<file path="src/logic/mode_seq_cfg.svh">
// register map, field positions, reset values and step times of the mode sequencer
`ifndef MODE_SEQ_CFG_SVH
`define MODE_SEQ_CFG_SVH

// ----------------------------------------
// register offsets
// ----------------------------------------
`define ADDR_DEV_STAT 7'h02
`define ADDR_EVT1 7'h03
`define ADDR_EVT2 7'h04
`define ADDR_MASK1 7'h05
`define ADDR_MASK2 7'h06
`define ADDR_MODE 7'h07
`define ADDR_CAL 7'h5a

// ----------------------------------------
// reset values
// ----------------------------------------
`define RST_MASK1 8'h00
`define RST_MASK2 8'h01
`define RST_MODE 8'h01
`define RST_EVT 8'h00
`define RST_CAL_EN 1'h1

// ----------------------------------------
// field positions
// ----------------------------------------
`define MODE_SWRST 3'h7
`define MODE_WAKE 3'h6
`define MODE_BATT 3'h5
`define MODE_TEMP 3'h4
`define MODE_TX 3'h3
`define MODE_RX 3'h2
`define MODE_PLL 3'h1
`define MODE_XTAL 3'h0
`define EVT2_CHIPRDY 3'h1
`define EVT2_POR 3'h0
`define CAL_EN_BIT 3'h0
`define SPI_RW_BIT 3'h7
`define SPI_LAST_BIT 3'h7
`define CPS_IDLE 2'h0
`define CPS_RX 2'h1
`define CPS_TX 2'h2

// ----------------------------------------
// timing, microseconds as printed, clock in MHz
// ----------------------------------------
`define CLK_MHZ 100
`define T_SHUT_TO_ACT_US 16800
`define T_STANDBY_TO_ACT_US 800
`define T_READY_TO_ACT_US 200
`define T_PLL_TS_US 100
`define T_VCO_CAL_US 50
`define T_PA_RAMP_US 5
`define TMR_W 21
`define TMR_ONE 21'h00_0001

`endif

</file>
<file path="src/logic/mode_seq_pkg.sv">
// types shared by the mode sequencer, its serial link and its step timer
`include "mode_seq_cfg.svh"
package mode_seq_pkg;
	typedef logic [`TMR_W-1:0] tcount_t;

	typedef enum logic [3:0] {
		ST_SHUT, ST_POR, ST_IDLE, ST_XTAL, ST_PLL_T0, ST_VCO_CAL,
		ST_PLL_TS, ST_PA_RAMP, ST_TX, ST_RX_EN, ST_RX
	} seq_state_t;

	typedef enum logic [2:0] {
		IDLE_STANDBY, IDLE_SLEEP, IDLE_SENSOR, IDLE_READY, IDLE_TUNE
	} idle_mode_t;

	typedef struct packed {
		logic main_reg_en;
		logic low_power_regulator;
		logic xtal_en;
		logic pll_en;
		logic vco_cal_en;
		logic pa_en;
		logic rx_front_en;
		logic modem_rx_en;
		logic wake_timer_en;
		logic batt_mon_en;
		logic temp_sense_en;
	} power_ctl_t;

	typedef struct packed {
		logic wr;
		logic rd;
		logic [6:0] addr;
		logic [7:0] data;
	} reg_req_t;

	typedef struct packed {
		logic [2:0] sclk_s;
		logic [1:0] sdi_s;
		logic [1:0] sel_s;
		logic [2:0] bitcnt;
		logic addr_done;
		logic write;
		logic [6:0] cur;
		logic [7:0] shin;
		logic [7:0] shout;
		logic sdo;
		reg_req_t req;
	} spi_state_t;

	typedef struct packed {
		tcount_t cnt;
		logic busy;
		logic done;
	} timer_state_t;

	typedef struct packed {
		logic [1:0] shdn_s;
		seq_state_t st;
		logic [7:0] mode;
		logic [7:0] mask1;
		logic [7:0] mask2;
		logic [7:0] evt1;
		logic [7:0] evt2;
		logic cal_en;
		logic xtal_run;
		power_ctl_t pwr;
		logic [1:0] cps;
		logic irq_n;
	} seq_regs_t;
endpackage

</file>
<file path="src/logic/radio_mode_sequencer_irq.sv">
// operating-mode sequencer, register file and interrupt line of the radio
`timescale 1ns/100ps
`include "mode_seq_cfg.svh"
// ----------------------------------------
// ----------------------------------------
module radio_mode_sequencer_irq
	import mode_seq_pkg::*;
#(
	parameter int POR_CYC = (`T_SHUT_TO_ACT_US - `T_STANDBY_TO_ACT_US) * `CLK_MHZ,
	parameter int XTAL_CYC = (`T_STANDBY_TO_ACT_US - `T_READY_TO_ACT_US) * `CLK_MHZ,
	parameter int PLL_T0_CYC = (`T_READY_TO_ACT_US - `T_PLL_TS_US - `T_VCO_CAL_US
		- `T_PA_RAMP_US) * `CLK_MHZ,
	parameter int VCO_CAL_CYC = `T_VCO_CAL_US * `CLK_MHZ,
	parameter int PLL_TS_CYC = `T_PLL_TS_US * `CLK_MHZ
)(
	input wire logic clk_sys,
	input wire logic sys_rst,
	input wire logic ce,
	input wire logic shutdown_pin,
	input wire logic sclk,
	input wire logic sdi,
	input wire logic sel_n,
	output logic sdo,
	output logic interrupt_out_n,
	input wire logic [7:0] evt_first,
	input wire logic [5:0] evt_second_ext,
	input wire logic [4:0] dev_flags,
	output power_ctl_t pwr,
	output logic [1:0] chip_power_state
);
	localparam int PA_RAMP_CYC = `T_PA_RAMP_US * `CLK_MHZ;

	seq_regs_t r;
	seq_regs_t n;
	reg_req_t req;
	logic [7:0] rd_data;
	logic [7:0] set1;
	logic [7:0] set2;
	logic want_tx;
	logic want_rx;
	logic want_act;
	logic swrst;
	logic keep_xtal;
	idle_mode_t idle_sel;
	idle_mode_t idle_n;
	logic tmr_load;
	tcount_t tmr_cyc;
	logic tmr_done;

	// ----------------------------------------
	// helpers
	// ----------------------------------------
	// most active request wins; standby is what is left
	function automatic idle_mode_t idle_of(input logic [7:0] m);
		if (m[`MODE_PLL])
			return IDLE_TUNE;
		else if (m[`MODE_XTAL])
			return IDLE_READY;
		else if (m[`MODE_BATT] | m[`MODE_TEMP])
			return IDLE_SENSOR;
		else if (m[`MODE_WAKE])
			return IDLE_SLEEP;
		else
			return IDLE_STANDBY;
	endfunction

	// contents that shutdown and software reset bring back
	function automatic seq_regs_t with_defaults(input seq_regs_t cur);
		seq_regs_t d;
		d = cur;
		d.mode = `RST_MODE;
		d.mask1 = `RST_MASK1;
		d.mask2 = `RST_MASK2;
		d.evt1 = `RST_EVT;
		d.evt2 = `RST_EVT;
		d.cal_en = `RST_CAL_EN;
		return d;
	endfunction

	// ----------------------------------------
	// serial link and step timer
	// ----------------------------------------
	// link is held quiet in shutdown, so no access gets through
	spi_frame u_link (
		.clk_sys(clk_sys),
		.sys_rst(sys_rst),
		.ce(ce),
		.hold(r.shdn_s[1]),
		.sclk(sclk),
		.sdi(sdi),
		.sel_n(sel_n),
		.rd_data(rd_data),
		.req(req),
		.sdo(sdo)
	);

	step_timer u_timer (
		.clk_sys(clk_sys),
		.sys_rst(sys_rst),
		.ce(ce),
		.clear(r.shdn_s[1]),
		.load(tmr_load),
		.cycles(tmr_cyc),
		.done(tmr_done)
	);

	// ----------------------------------------
	// register read mux
	// ----------------------------------------
	// reserved status bit reads zero
	always_comb begin
		case (req.addr)
			`ADDR_DEV_STAT: rd_data = {dev_flags, 1'h0, r.cps};
			`ADDR_EVT1: rd_data = r.evt1;
			`ADDR_EVT2: rd_data = r.evt2;
			`ADDR_MASK1: rd_data = r.mask1;
			`ADDR_MASK2: rd_data = r.mask2;
			`ADDR_MODE: rd_data = r.mode;
			`ADDR_CAL: rd_data = {7'h00, r.cal_en};
			default: rd_data = '0;
		endcase
	end

	// ----------------------------------------
	// sequencer, registers and event flags
	// ----------------------------------------
	always_comb begin
		n = r;
		tmr_load = 1'b0;
		tmr_cyc = '0;
		set1 = evt_first;
		set2 = {evt_second_ext, 2'h0};
		want_tx = r.mode[`MODE_TX];
		want_rx = r.mode[`MODE_RX] & ~r.mode[`MODE_TX];
		want_act = r.mode[`MODE_TX] | r.mode[`MODE_RX];
		swrst = req.wr && req.addr == `ADDR_MODE && req.data[`MODE_SWRST];
		idle_sel = idle_of(r.mode);
		keep_xtal = idle_sel == IDLE_READY || idle_sel == IDLE_TUNE;
		n.shdn_s = {r.shdn_s[0], shutdown_pin};

		// host writes; flag registers ignore writes
		if (req.wr) begin
			case (req.addr)
				`ADDR_MASK1: n.mask1 = req.data;
				`ADDR_MASK2: n.mask2 = req.data;
				`ADDR_MODE: n.mode = req.data & ~(8'h01 << `MODE_SWRST);
				`ADDR_CAL: n.cal_en = req.data[`CAL_EN_BIT];
				default: ;
			endcase
		end

		// reading a flag register clears only its enabled flags
		if (req.rd && req.addr == `ADDR_EVT1) begin
			n.evt1 = r.evt1 & ~r.mask1;
		end
		if (req.rd && req.addr == `ADDR_EVT2) begin
			n.evt2 = r.evt2 & ~r.mask2;
		end

		// step machine; each timed step waits on the one-shot timer
		unique case (r.st)
			ST_SHUT: ;
			ST_POR: begin
				if (tmr_done) begin
					set2[`EVT2_POR] = 1'b1;
					n.st = ST_XTAL;
					tmr_load = 1'b1;
					tmr_cyc = tcount_t'(XTAL_CYC);
				end
			end
			ST_IDLE: begin
				if ((want_act || keep_xtal) && !r.xtal_run) begin
					n.st = ST_XTAL;
					tmr_load = 1'b1;
					tmr_cyc = tcount_t'(XTAL_CYC);
				end else if (want_act) begin
					n.st = ST_PLL_T0;
					tmr_load = 1'b1;
					tmr_cyc = tcount_t'(PLL_T0_CYC);
				end else if (!keep_xtal) begin
					n.xtal_run = 1'b0;
				end
			end
			ST_XTAL: begin
				if (tmr_done) begin
					set2[`EVT2_CHIPRDY] = 1'b1;
					n.xtal_run = 1'b1;
					if (want_act) begin
						n.st = ST_PLL_T0;
						tmr_load = 1'b1;
						tmr_cyc = tcount_t'(PLL_T0_CYC);
					end else begin
						n.st = ST_IDLE;
					end
				end
			end
			ST_PLL_T0: begin
				if (tmr_done && r.cal_en) begin
					n.st = ST_VCO_CAL;
					tmr_load = 1'b1;
					tmr_cyc = tcount_t'(VCO_CAL_CYC);
				end else if (tmr_done) begin
					n.st = ST_PLL_TS;
					tmr_load = 1'b1;
					tmr_cyc = tcount_t'(PLL_TS_CYC);
				end
			end
			ST_VCO_CAL: begin
				if (tmr_done) begin
					n.st = ST_PLL_TS;
					tmr_load = 1'b1;
					tmr_cyc = tcount_t'(PLL_TS_CYC);
				end
			end
			ST_PLL_TS: begin
				if (tmr_done) begin
					n.st = want_tx ? ST_PA_RAMP : ST_RX_EN;
					tmr_load = 1'b1;
					tmr_cyc = tcount_t'(PA_RAMP_CYC);
				end
			end
			ST_PA_RAMP: begin
				if (tmr_done) begin
					n.st = ST_TX;
				end
			end
			ST_RX_EN: begin
				if (tmr_done) begin
					n.st = ST_RX;
				end
			end
			ST_TX: begin
				if (!want_tx) begin
					n.st = ST_IDLE;
				end
			end
			ST_RX: begin
				if (!want_rx) begin
					n.st = ST_IDLE;
				end
			end
		endcase

		// software reset drops any sequence back to idle ready
		if (swrst) begin
			n = with_defaults(n);
			n.st = ST_IDLE;
		end

		// a new event beats a clear in the same cycle
		n.evt1 = n.evt1 | set1;
		n.evt2 = n.evt2 | set2;

		// shutdown overrides everything; its release starts power-on
		if (r.shdn_s[1]) begin
			n = with_defaults(n);
			n.st = ST_SHUT;
			n.xtal_run = 1'b0;
		end else if (r.st == ST_SHUT) begin
			n.st = ST_POR;
			tmr_load = 1'b1;
			tmr_cyc = tcount_t'(POR_CYC);
		end

		// supplies and enables follow the next state
		idle_n = idle_of(n.mode);
		n.pwr.low_power_regulator = n.st != ST_SHUT;
		n.pwr.main_reg_en = n.st != ST_SHUT && !(n.st == ST_IDLE
			&& (idle_n == IDLE_STANDBY || idle_n == IDLE_SLEEP));
		n.pwr.xtal_en = (n.st inside {ST_XTAL, ST_PLL_T0, ST_VCO_CAL, ST_PLL_TS,
			ST_PA_RAMP, ST_TX, ST_RX_EN, ST_RX}) || (n.st == ST_IDLE && n.xtal_run);
		n.pwr.pll_en = (n.st inside {ST_PLL_T0, ST_VCO_CAL, ST_PLL_TS, ST_PA_RAMP,
			ST_TX, ST_RX_EN, ST_RX})
			|| (n.st == ST_IDLE && idle_n == IDLE_TUNE && n.xtal_run);
		n.pwr.vco_cal_en = n.st == ST_VCO_CAL;
		n.pwr.pa_en = n.st == ST_PA_RAMP || n.st == ST_TX;
		n.pwr.rx_front_en = n.st == ST_RX_EN || n.st == ST_RX;
		n.pwr.modem_rx_en = n.st == ST_RX;
		n.pwr.wake_timer_en = n.st != ST_SHUT && n.mode[`MODE_WAKE];
		n.pwr.batt_mon_en = n.st != ST_SHUT && n.mode[`MODE_BATT];
		n.pwr.temp_sense_en = n.st != ST_SHUT && n.mode[`MODE_TEMP];
		n.cps = n.st == ST_TX ? `CPS_TX : (n.st == ST_RX ? `CPS_RX : `CPS_IDLE);
		n.irq_n = ~|((n.evt1 & n.mask1) | (n.evt2 & n.mask2));
	end

	// starts in shutdown with the pin chain reading low, so power-on begins at once and a high pin stops it two cycles later
	always_ff @(posedge clk_sys or posedge sys_rst) begin
		if (sys_rst) begin
			r <= '0;
			r.mode <= `RST_MODE;
			r.mask2 <= `RST_MASK2;
			r.cal_en <= `RST_CAL_EN;
			r.irq_n <= 1'b1;
		end else if (ce) begin
			r <= n;
		end
	end

	assign interrupt_out_n = r.irq_n;
	assign pwr = r.pwr;
	assign chip_power_state = r.cps;

	// ----------------------------------------
	// checks
	// ----------------------------------------
	logic quiet;
	assign quiet = ce && !r.shdn_s[1] && !req.wr;
endmodule

</file>
<file path="src/logic/spi_frame.sv">
// serial register link: frames host accesses into register read and write requests
`timescale 1ns/100ps
`include "mode_seq_cfg.svh"
module spi_frame
	import mode_seq_pkg::*;
(
	input wire logic clk_sys,
	input wire logic sys_rst,
	input wire logic ce,
	input wire logic hold,
	input wire logic sclk,
	input wire logic sdi,
	input wire logic sel_n,
	input wire logic [7:0] rd_data,
	output reg_req_t req,
	output logic sdo
);
	spi_state_t r;
	spi_state_t n;
	logic [7:0] byte_in;
	logic rise;
	logic fall;

	// edges look only at stages two and three of the pin chains
	always_comb begin
		n = r;
		rise = r.sclk_s[1] & ~r.sclk_s[2];
		fall = ~r.sclk_s[1] & r.sclk_s[2];
		byte_in = {r.shin[6:0], r.sdi_s[1]};
		n.sclk_s = {r.sclk_s[1:0], sclk};
		n.sdi_s = {r.sdi_s[0], sdi};
		n.sel_s = {r.sel_s[0], sel_n};
		n.req.wr = 1'b0;
		n.req.rd = 1'b0;
		// read data arrives one cycle after the request
		if (r.req.rd) begin
			n.shout = rd_data;
		end
		if (hold || r.sel_s[1]) begin
			n.bitcnt = '0;
			n.addr_done = 1'b0;
			n.sdo = 1'b1;
		end else if (rise) begin
			n.shin = byte_in;
			n.bitcnt = r.bitcnt + 3'h1;
			if (r.bitcnt == `SPI_LAST_BIT) begin
				if (!r.addr_done) begin
					// first byte: select bit then address
					n.addr_done = 1'b1;
					n.write = byte_in[`SPI_RW_BIT];
					n.req.addr = byte_in[6:0];
					n.req.rd = ~byte_in[`SPI_RW_BIT];
					n.cur = byte_in[6:0] + {6'h00, ~byte_in[`SPI_RW_BIT]};
				end else begin
					// later bytes: burst walks the address upward
					n.req.addr = r.cur;
					n.req.data = byte_in;
					n.req.wr = r.write;
					n.req.rd = ~r.write;
					n.cur = r.cur + 7'h01;
				end
			end
		end else if (fall && r.addr_done && !r.write) begin
			n.sdo = r.shout[7];
			n.shout = {r.shout[6:0], 1'b0};
		end
	end

	// idle line reads high while deselected
	always_ff @(posedge clk_sys or posedge sys_rst) begin
		if (sys_rst) begin
			r <= '0;
			r.sel_s <= 2'h3;
			r.sdo <= 1'b1;
		end else if (ce) begin
			r <= n;
		end
	end

	assign req = r.req;
	assign sdo = r.sdo;
endmodule

</file>
<file path="src/logic/step_timer.sv">
// one-shot step timer: counts a loaded number of cycles, then pulses done
`timescale 1ns/100ps
`include "mode_seq_cfg.svh"
module step_timer
	import mode_seq_pkg::*;
(
	input wire logic clk_sys,
	input wire logic sys_rst,
	input wire logic ce,
	input wire logic clear,
	input wire logic load,
	input wire tcount_t cycles,
	output logic done
);
	timer_state_t r;
	timer_state_t n;

	// a reload wins over a running count
	always_comb begin
		n = r;
		n.done = 1'b0;
		if (clear) begin
			n.busy = 1'b0;
		end else if (load) begin
			n.cnt = cycles;
			n.busy = 1'b1;
		end else if (r.busy) begin
			n.cnt = r.cnt - `TMR_ONE;
			if (r.cnt <= `TMR_ONE) begin
				n.busy = 1'b0;
				n.done = 1'b1;
			end
		end
	end

	// ce low freezes the count
	always_ff @(posedge clk_sys or posedge sys_rst) begin
		if (sys_rst) begin
			r <= '0;
		end else if (ce) begin
			r <= n;
		end
	end

	assign done = r.done;
endmodule

</file>
<file path="config.mk">
export PLATFORM = sky130hd
export DESIGN_NAME = radio_mode_sequencer_irq
export DESIGN_NICKNAME = d
export VERILOG_FILES = /design/src/logic/mode_seq_pkg.sv /design/src/logic/radio_mode_sequencer_irq.sv /design/src/logic/spi_frame.sv /design/src/logic/step_timer.sv
export VERILOG_INCLUDE_DIRS = /design/src /design/src/logic
export SDC_FILE = /design/constraint.sdc
export NUM_CORES = 1
export LEC_CHECK = 0
export ABC_AREA = 1
export BUFFER_PORTS_ARGS = -buffer_cell sky130_fd_sc_hd__buf_2
export CAP_MARGIN = 0
export CORE_UTILIZATION = 62
export DETAILED_ROUTE_END_ITERATION = 8
export GPL_TIMING_DRIVEN = 0
export PLACE_DENSITY_LB_ADDON = 0.2
export SLEW_MARGIN = 30
export SYNTH_ARGS = -nofsm -noshare
export SYNTH_HDL_FRONTEND = slang
export SYNTH_HIERARCHICAL = 1
export SYNTH_SLANG_ARGS = --single-unit
</file>
<file path="constraint.sdc">
create_clock -name clk_sys -period 3 [get_ports clk_sys]
set_input_delay 0.15 -clock clk_sys [delete_from_list [all_inputs] [get_ports clk_sys]]
set_output_delay 0.15 -clock clk_sys [all_outputs]
set_load 0.02 [all_outputs]
</file>
==> results of run 1 <==
==> layout by cell type (no fill, tap or decap), types with 7 or more instances in the layout <==
cell,count
nand2_1,367
dfrtp_1,129
inv_1,117
nand3_1,105
o21ai_0,86
nor2_1,83
a21oi_1,56
buf_2,52
buf_4,37
clkbuf_1,22
o21ai_1,22
inv_2,19
nor2_2,19
clkbuf_16,17
nor3_1,13
nand2_2,12
nand4_1,12
o22ai_1,10
a22o_1,10
o211ai_1,9
a22oi_1,8
ha_1,8
nor2_4,7
dfstp_2,7
==> area by class of cell <==
class                      count  share of cell area, %
tap                          176                   2.25
buffer                        67                   4.21
timing repair buffer          51                   3.34
inverter                     140                   5.43
multi-input combinational    875                   43.8
clock buffer                  24                   4.92
clock inverter                 8                   1.21
sequential                   136                   34.8
==> registers in the layout, indices dropped and copies added (netlist names) <==
name,count
r,47
u_link/r,22
u_timer/r,22
u_link/req,17
pwr,11
u_link/byte_in,8
u_link/n,4
chip_power_state,2
interrupt_out_n,1
u_link/sdo,1
u_timer/done,1
==> how the worst max path moves through the flow <==
stage / cells past startpoint / endpoint / from / slack [ps]
4_1_cts: 14 / u_timer/r[22] / r[51] / 90
6_report: 14 / u_timer/r[22] / r[51] / 160
2_1_floorplan: 14 / u_timer/r[22] / r[51] / 870
5_1_grt: 15 / u_timer/r[12] / r[51] / 40
3_3_place_gp: 14 / u_timer/r[17] / r[51] / 60
3_5_place_dp: 14 / u_timer/r[22] / r[51] / 60
==> power by group through the flow <==
stage,logic [mW],registers [mW],clock network (mW)
finish,1.99,2.42,2.16
global route,2.21,2.45,2.24
CTS,1.92,2.40,2.17
detailed placement,1.88,2.43,0
global placement,1.82,2.42,0
floorplan,1.44,2.36,0
==> worst max-delay path, stage by stage, from the launching register on <==
cell,delay (ps)
dfrtp_1,490
nor2_2,230
nand2_1,70
nand2_1,100
nor2_1,60
nor2_1,160
inv_1,110
nor2_2,250
o2111ai_1,200
buf_2,220
o21ai_4,260
inv_2,130
buf_2,210
nor2_1,160
a21oi_1,60
==> synthesized netlist by cell type (all sizes together) (2+ instances only) <==
cell type,instances
a22o,10
nor3,14
a221oi,4
o22ai,10
clkinv,2
o2111ai,4
buf,49
nand3,109
nor2,112
clkbuf,18
nand2,384
o21ai,109
a21oi,57
dfrtp,129
o211ai,10
dfstp,7
ha,8
o21bai,4
inv,138
o31ai,3
nand4,13
a22oi,8
==> routing by layer <==
metal	routed length [um]	vias up	part of all wire (%)
met5	0	-	0
met4	1250	0	4.8
met3	2610	138	10
met2	11900	574	46
met1	10100	4036	39
li1	-	4089	-
==> stage by stage <==
step,power (mW),util [%],instance area (sq um),hold slack (ps),worst slack (ps)
3_3_place_gp,4.23,67.6,9060,350,61.7
2_1_floorplan,3.80,-,8640,152,875
5_1_grt,6.90,73.1,9800,81.4,35.4
6_report,6.57,73.1,9800,47.2,161
4_1_cts,6.49,72.9,9770,36.1,88.3
3_5_place_dp,4.31,68.0,9110,195,57.7
==> timing repair <==
| action | in CTS | in global routing |
|---|---|---|
| setup endpoints to repair | 1 | 8 |
| hold buffers | 5 | 0 |
| gates resized for setup | 1 | 1 |
| cloned | 0 | 0 |
| buffers inserted | 0 | 4 |
| endpoints found under the hold margin | 72 | 0 |
| pin swaps | 0 | 1 |
==> kinds of logic (layout without fill, tap and decap cells) <==
kind of cell | Yosys count | count (layout) | synth area share, %
simple gates | 634 | 634 | 32.8
compound gates | 225 | 225 | 15.2
buf+inv | 207 | 290 | 10.9
flops | 136 | 136 | 39.6
fa+ha+maj | 8 | 8 | 1.16
xor+xnor | 2 | 2 | 0.203
other cells | 1 | 5 | 0.0435
mux | 1 | 1 | 0.116
==> metrics.txt, run 1 <==
status finished, final reports clean; Fillers 1079; setup TNS 0 ps; critical path startpoint category register; Via density about 6; Die Wd 120 um; worst hold path startpoint evt_second_ext[3]; maximum fanout along the worst path 10; final period utilization 94.6%; Reg2Reg Setup Slack 160 ps; max-cap violations 0; post-synth top area cell dfrtp_1; # rows 42; Yosys reg bits 136; layout cell share with drive strength beyond 1 16.0%; final WL roughly 26 mm; initial antenna violation count 0; Hold Path Class in -> reg; area grow syn2layout 13.6%; Switch Pwr 2.44 mW; Max Fclk 0.352 GHz; RSZ-0062 raised after global routing no; via count 8837; sequential cell area approximately 3400 sq um; Max Transition Viols Final 0; Max-slew headroom 31.8%; Flop pwr share 36.8%; Chip Height 120 um; most crowded layer after global routing met2; GR Layer Usage met3 8.65%; P_leak 4.88 nW; YS warnings 6; n_diodes 0; reg2reg end u_timer/r[22]; CTS clk-pin slew, worst paths 60 ps; Worst R2R Path Depth 14; I/O Buffers 40; ANT nets after route 0; Starting Density 64.4%; global-route wire length before repair 42.2 mm; Total Routing Usage GR a little under two fifths; Total Die Area 14400 sq um; placed cell count 1436; Core Area 13400 sq um; met2 Use GR 60.7%; Detailed Place HPWL approximately 18 mm; TritonCTS clock tree built; r2r startpoint r[51]; area of the multi-input gates around 4300 sq um; Hold Path Depth 4; WL per Instance 17.5 um; Max rail drop VDD between 0.0005 and 0.0006 V; Worst Path Arrival approximately 3100 ps; pwr dens 670 nW/um^2; Distinct cells, synth 52; CTS H-Tree Depth 4; met1 Usage GRT 48.3%; Final Skew 8.07 ps; IO Count 41; Internal Power ~4.1 mW; Sw Ratio 37.1%; Comb power frac 30.3%; GRT overflow 0; data required time of the critical path 3300 ps; Mapped Avg Cell Area 7.11 sq um; Clock Root Buffer clkbuf_16; final non-filler cell total 1477; Syn Inst Count 1214; DRT iter0 DRCs between 1000 and 1500; WHS Endpoint r[21]; Clock Power Share 32.9%; Longest Clk Path Bufs 2; # DRC 0; register area share after synthesis 39.6%; Worst-Margin Slew 1020 ps; Setup-failing EPs final 0; largest net degree at the start of global routing 53; crit path kind reg -> reg; Crit. End Element register; clk_lat worst skew 430 ps; final hold violation count 0; top cell type's share of synthesized area 37.4%; nets around 1300; min Tclk post-route between 2000 and 3000 ps; predominant post-synthesis flop cell dfrtp_1; clock sinks 136; gpl congestion 1.05; CTS buffer count 17; ys async rst share 100%; Netlist Area Pre-Place 8630 sq um; top post-synthesis cells by area dfrtp_1 37%, nand2_1 16%, nand3_1 6.1%, inv_1 5.2%, o21ai_0 5.0%; vias in the first global route 8399; EDFF count, synth 0; TritonRoute pass-1 iters 9
(Power assumes the default switching activity.)
==> run 2, diff against run 1 <==
--- a/config.mk
+++ b/config.mk
@@ -12,6 +12,7 @@
 export CORE_UTILIZATION = 62
 export DETAILED_ROUTE_END_ITERATION = 8
 export GPL_TIMING_DRIVEN = 0
+export MAX_ROUTING_LAYER = met4
 export PLACE_DENSITY_LB_ADDON = 0.2
 export SLEW_MARGIN = 30
 export SYNTH_ARGS = -nofsm -noshare
==> run 2 against run 1 <==
Against the previous run:
- die area did not move
- largest cell class unchanged
- sequential cell count is the same
- clock power is 3% lower
- core utilization shrank 0.093 points
- critical path type unchanged
- first-iteration DRC count shrank 18%
- cell count is essentially flat
- global-route usage rose by 0.72 points
- clock-buffer cell count is 7 lower
- critical endpoint unchanged
- via count fell by 2.4%
- maximum frequency is 0.88% higher
- highest routed layer unchanged
- critical path depth did not move
- largest power group unchanged
- power decreased by 1.4%
==> metrics.txt, run 2 (synthesis results as in run 1) <==
number of flip-flops under the largest register name 47 (unchanged); GRT overflow 0 (unchanged); Worst-Margin Slew 894 ps (-121 ps); most common cell after layout, fill and taps aside nand2_1; Clock Root Buffer clkbuf_16; area grow syn2layout 13.5%; Crit. End Element register; status finished, final reports clean; biggest regs r x47, u_link/r x22, u_timer/r x22; layout cell share with drive strength beyond 1 16.2% (+0.24 points); CTS H-Tree Depth 4 (unchanged); Setup-failing EPs final 0 (unchanged); Starting Density 64.4% (unchanged); CTS clk-pin slew, worst paths 60 ps (about the same); Hold Path Class in -> reg; clock sinks 136 (unchanged); TritonRoute pass-1 iters 6 (-3); DP Area 9110 sq um (unchanged); Fillers 1109 (+2.8%); dpl ws 21.6 ps (-36.1 ps); Via density 5.85 (-2.3%); Die Wd 120 um (unchanged); largest net degree at the start of global routing 53 (unchanged); DRT iter0 DRCs 967 (-18%); initial antenna violation count 0 (unchanged); final non-filler cell total 1476 (-0.068%); n_diodes 0 (unchanged); data required time of the critical path 3310 ps (about the same); Power Total 6.48 mW (-1.4%); Total Routing Usage GR 38.6% (+0.72 points); Finished Core Util 73.0% (-0.093 points); via count 8628 (-2.4%); max-cap violations 0 (unchanged); final hold violation count 0 (unchanged); crit path kind reg -> reg; clk_lat worst skew 430 ps (about the same); I/O Buffers 40 (unchanged); # rows 42 (unchanged); CTS buffer count 17 (unchanged); critical path startpoint category register; final period utilization 93.8% (-0.83 points); most frequent cells in the layout 367 x nand2_1, 129 x dfrtp_1, 117 x inv_1, 105 x nand3_1, 86 x o21ai_0; Total Die Area 14400 sq um (unchanged); vias in the first global route 8164 (-2.8%); Core Area 13400 sq um (unchanged); nets 1321 (-0.076%); pwr dens 662 nW/um^2 (-1.2%); fin area 9790 sq um (-0.13%); min Tclk post-route 2810 ps (-24.8 ps); Max Transition Viols Final 0 (unchanged); gpl congestion 0.979 (-6.8%); Max rail drop VDD 0.000521 V (-7.7%); # DRC 0 (unchanged); maximum fanout along the worst path 10 (unchanged); IO Count 41 (unchanged); Max-slew headroom 40.0% (+8.2 points); setup TNS 0 ps (unchanged); global-route wire length before repair 41.2 mm (-2.4%); ANT nets after route 0 (unchanged); Max Fclk 0.355 GHz (+0.88%); final WL 25.9 mm (about the same); placed cell count 1436 (unchanged); Chip Height 120 um (unchanged); Longest Clk Path Bufs 2 (unchanged); Largest Register r; Hold Slack 46.3 ps (-0.953 ps); TritonCTS clock tree built; P_leak 4.87 nW (-0.33%); Worst Path Arrival 3120 ps (-20 ps); Final Skew 8.01 ps (-0.0568 ps); Detailed Place HPWL 18.8 mm (+3.6%); post-route setup slack 185 ps (+24.8 ps); WL per Instance 17.5 um (about the same)
[run 2: cell count changes in the layout (fill, tap and decap cells not counted), moves of 2 or more]
cell       previous run  this run
bufinv_16             3         1
clkinv_2              5         2
inv_8                 0         4
clkinv_4              1         4
clkbuf_1             22        18
inv_6                 0         4
clkbuf_8              3         0
[run 2: report_power, final]
part	leakage [nW]	switching [mW]	internal, mW
combinational	2.81	1.33	0.644
clock	0.286	0.915	1.18
sequential	1.77	0.298	2.11
[run 2: cell type report]
class                           instances  area [sq um]  share of cell area [%]
Tap cell                              176           220                    2.25
Inverter                              140           532                    5.43
Buffer                                 67           415                    4.24
Clock inverter                         15           158                    1.61
Timing Repair Buffer                   50           320                    3.27
Clock buffer                           17           425                    4.35
Sequential cell                       136          3410                    34.9
Multi-Input combinational cell        875          4310                    44.0
[run 2: layer usage]
layer | GRT usage [%] | wire length, um | vias up
met5 | - | 0 | -
met4 | 16.0 | 866 | 0
met3 | 7.37 | 2070 | 80
met2 | 61.0 | 12500 | 461
met1 | 48.7 | 10500 | 4005
li1 | - | - | 4082
[run 2: worst max-delay path, stage by stage, from the launching register on]
cell,delay [ps]
dfrtp_1,460
inv_2,140
nor2_2,70
nand3_1,190
inv_1,60
nor2_1,190
inv_1,110
nor2_2,240
o2111ai_1,200
buf_2,220
o21ai_4,290
inv_2,140
buf_2,220
nor2_1,100
a21oi_1,60
[run 2: what timing repair did]
item | in CTS | in global routing
hold endpoints to repair | 71 | 0
hold buffers | 5 | 0
resized for setup | 0 | 4
setup buffers | 0 | 3
setup endpoints to repair | 0 | 23
[run 2: worst paths after layout]
kind	from	endpoint	slack (ps)	depth (start not counted)
min in group asynchronous	sys_rst	r[42]	280	3
min	evt_first[2]	r[26]	50	5
max in group asynchronous	sys_rst	r[48]	2140	4
max	r[56]	u_timer/r[22]	190	14
max reg2reg	r[56]	u_timer/r[22]	190	14
min reg2reg	u_link/n[47]	u_link/n[47]	460	2
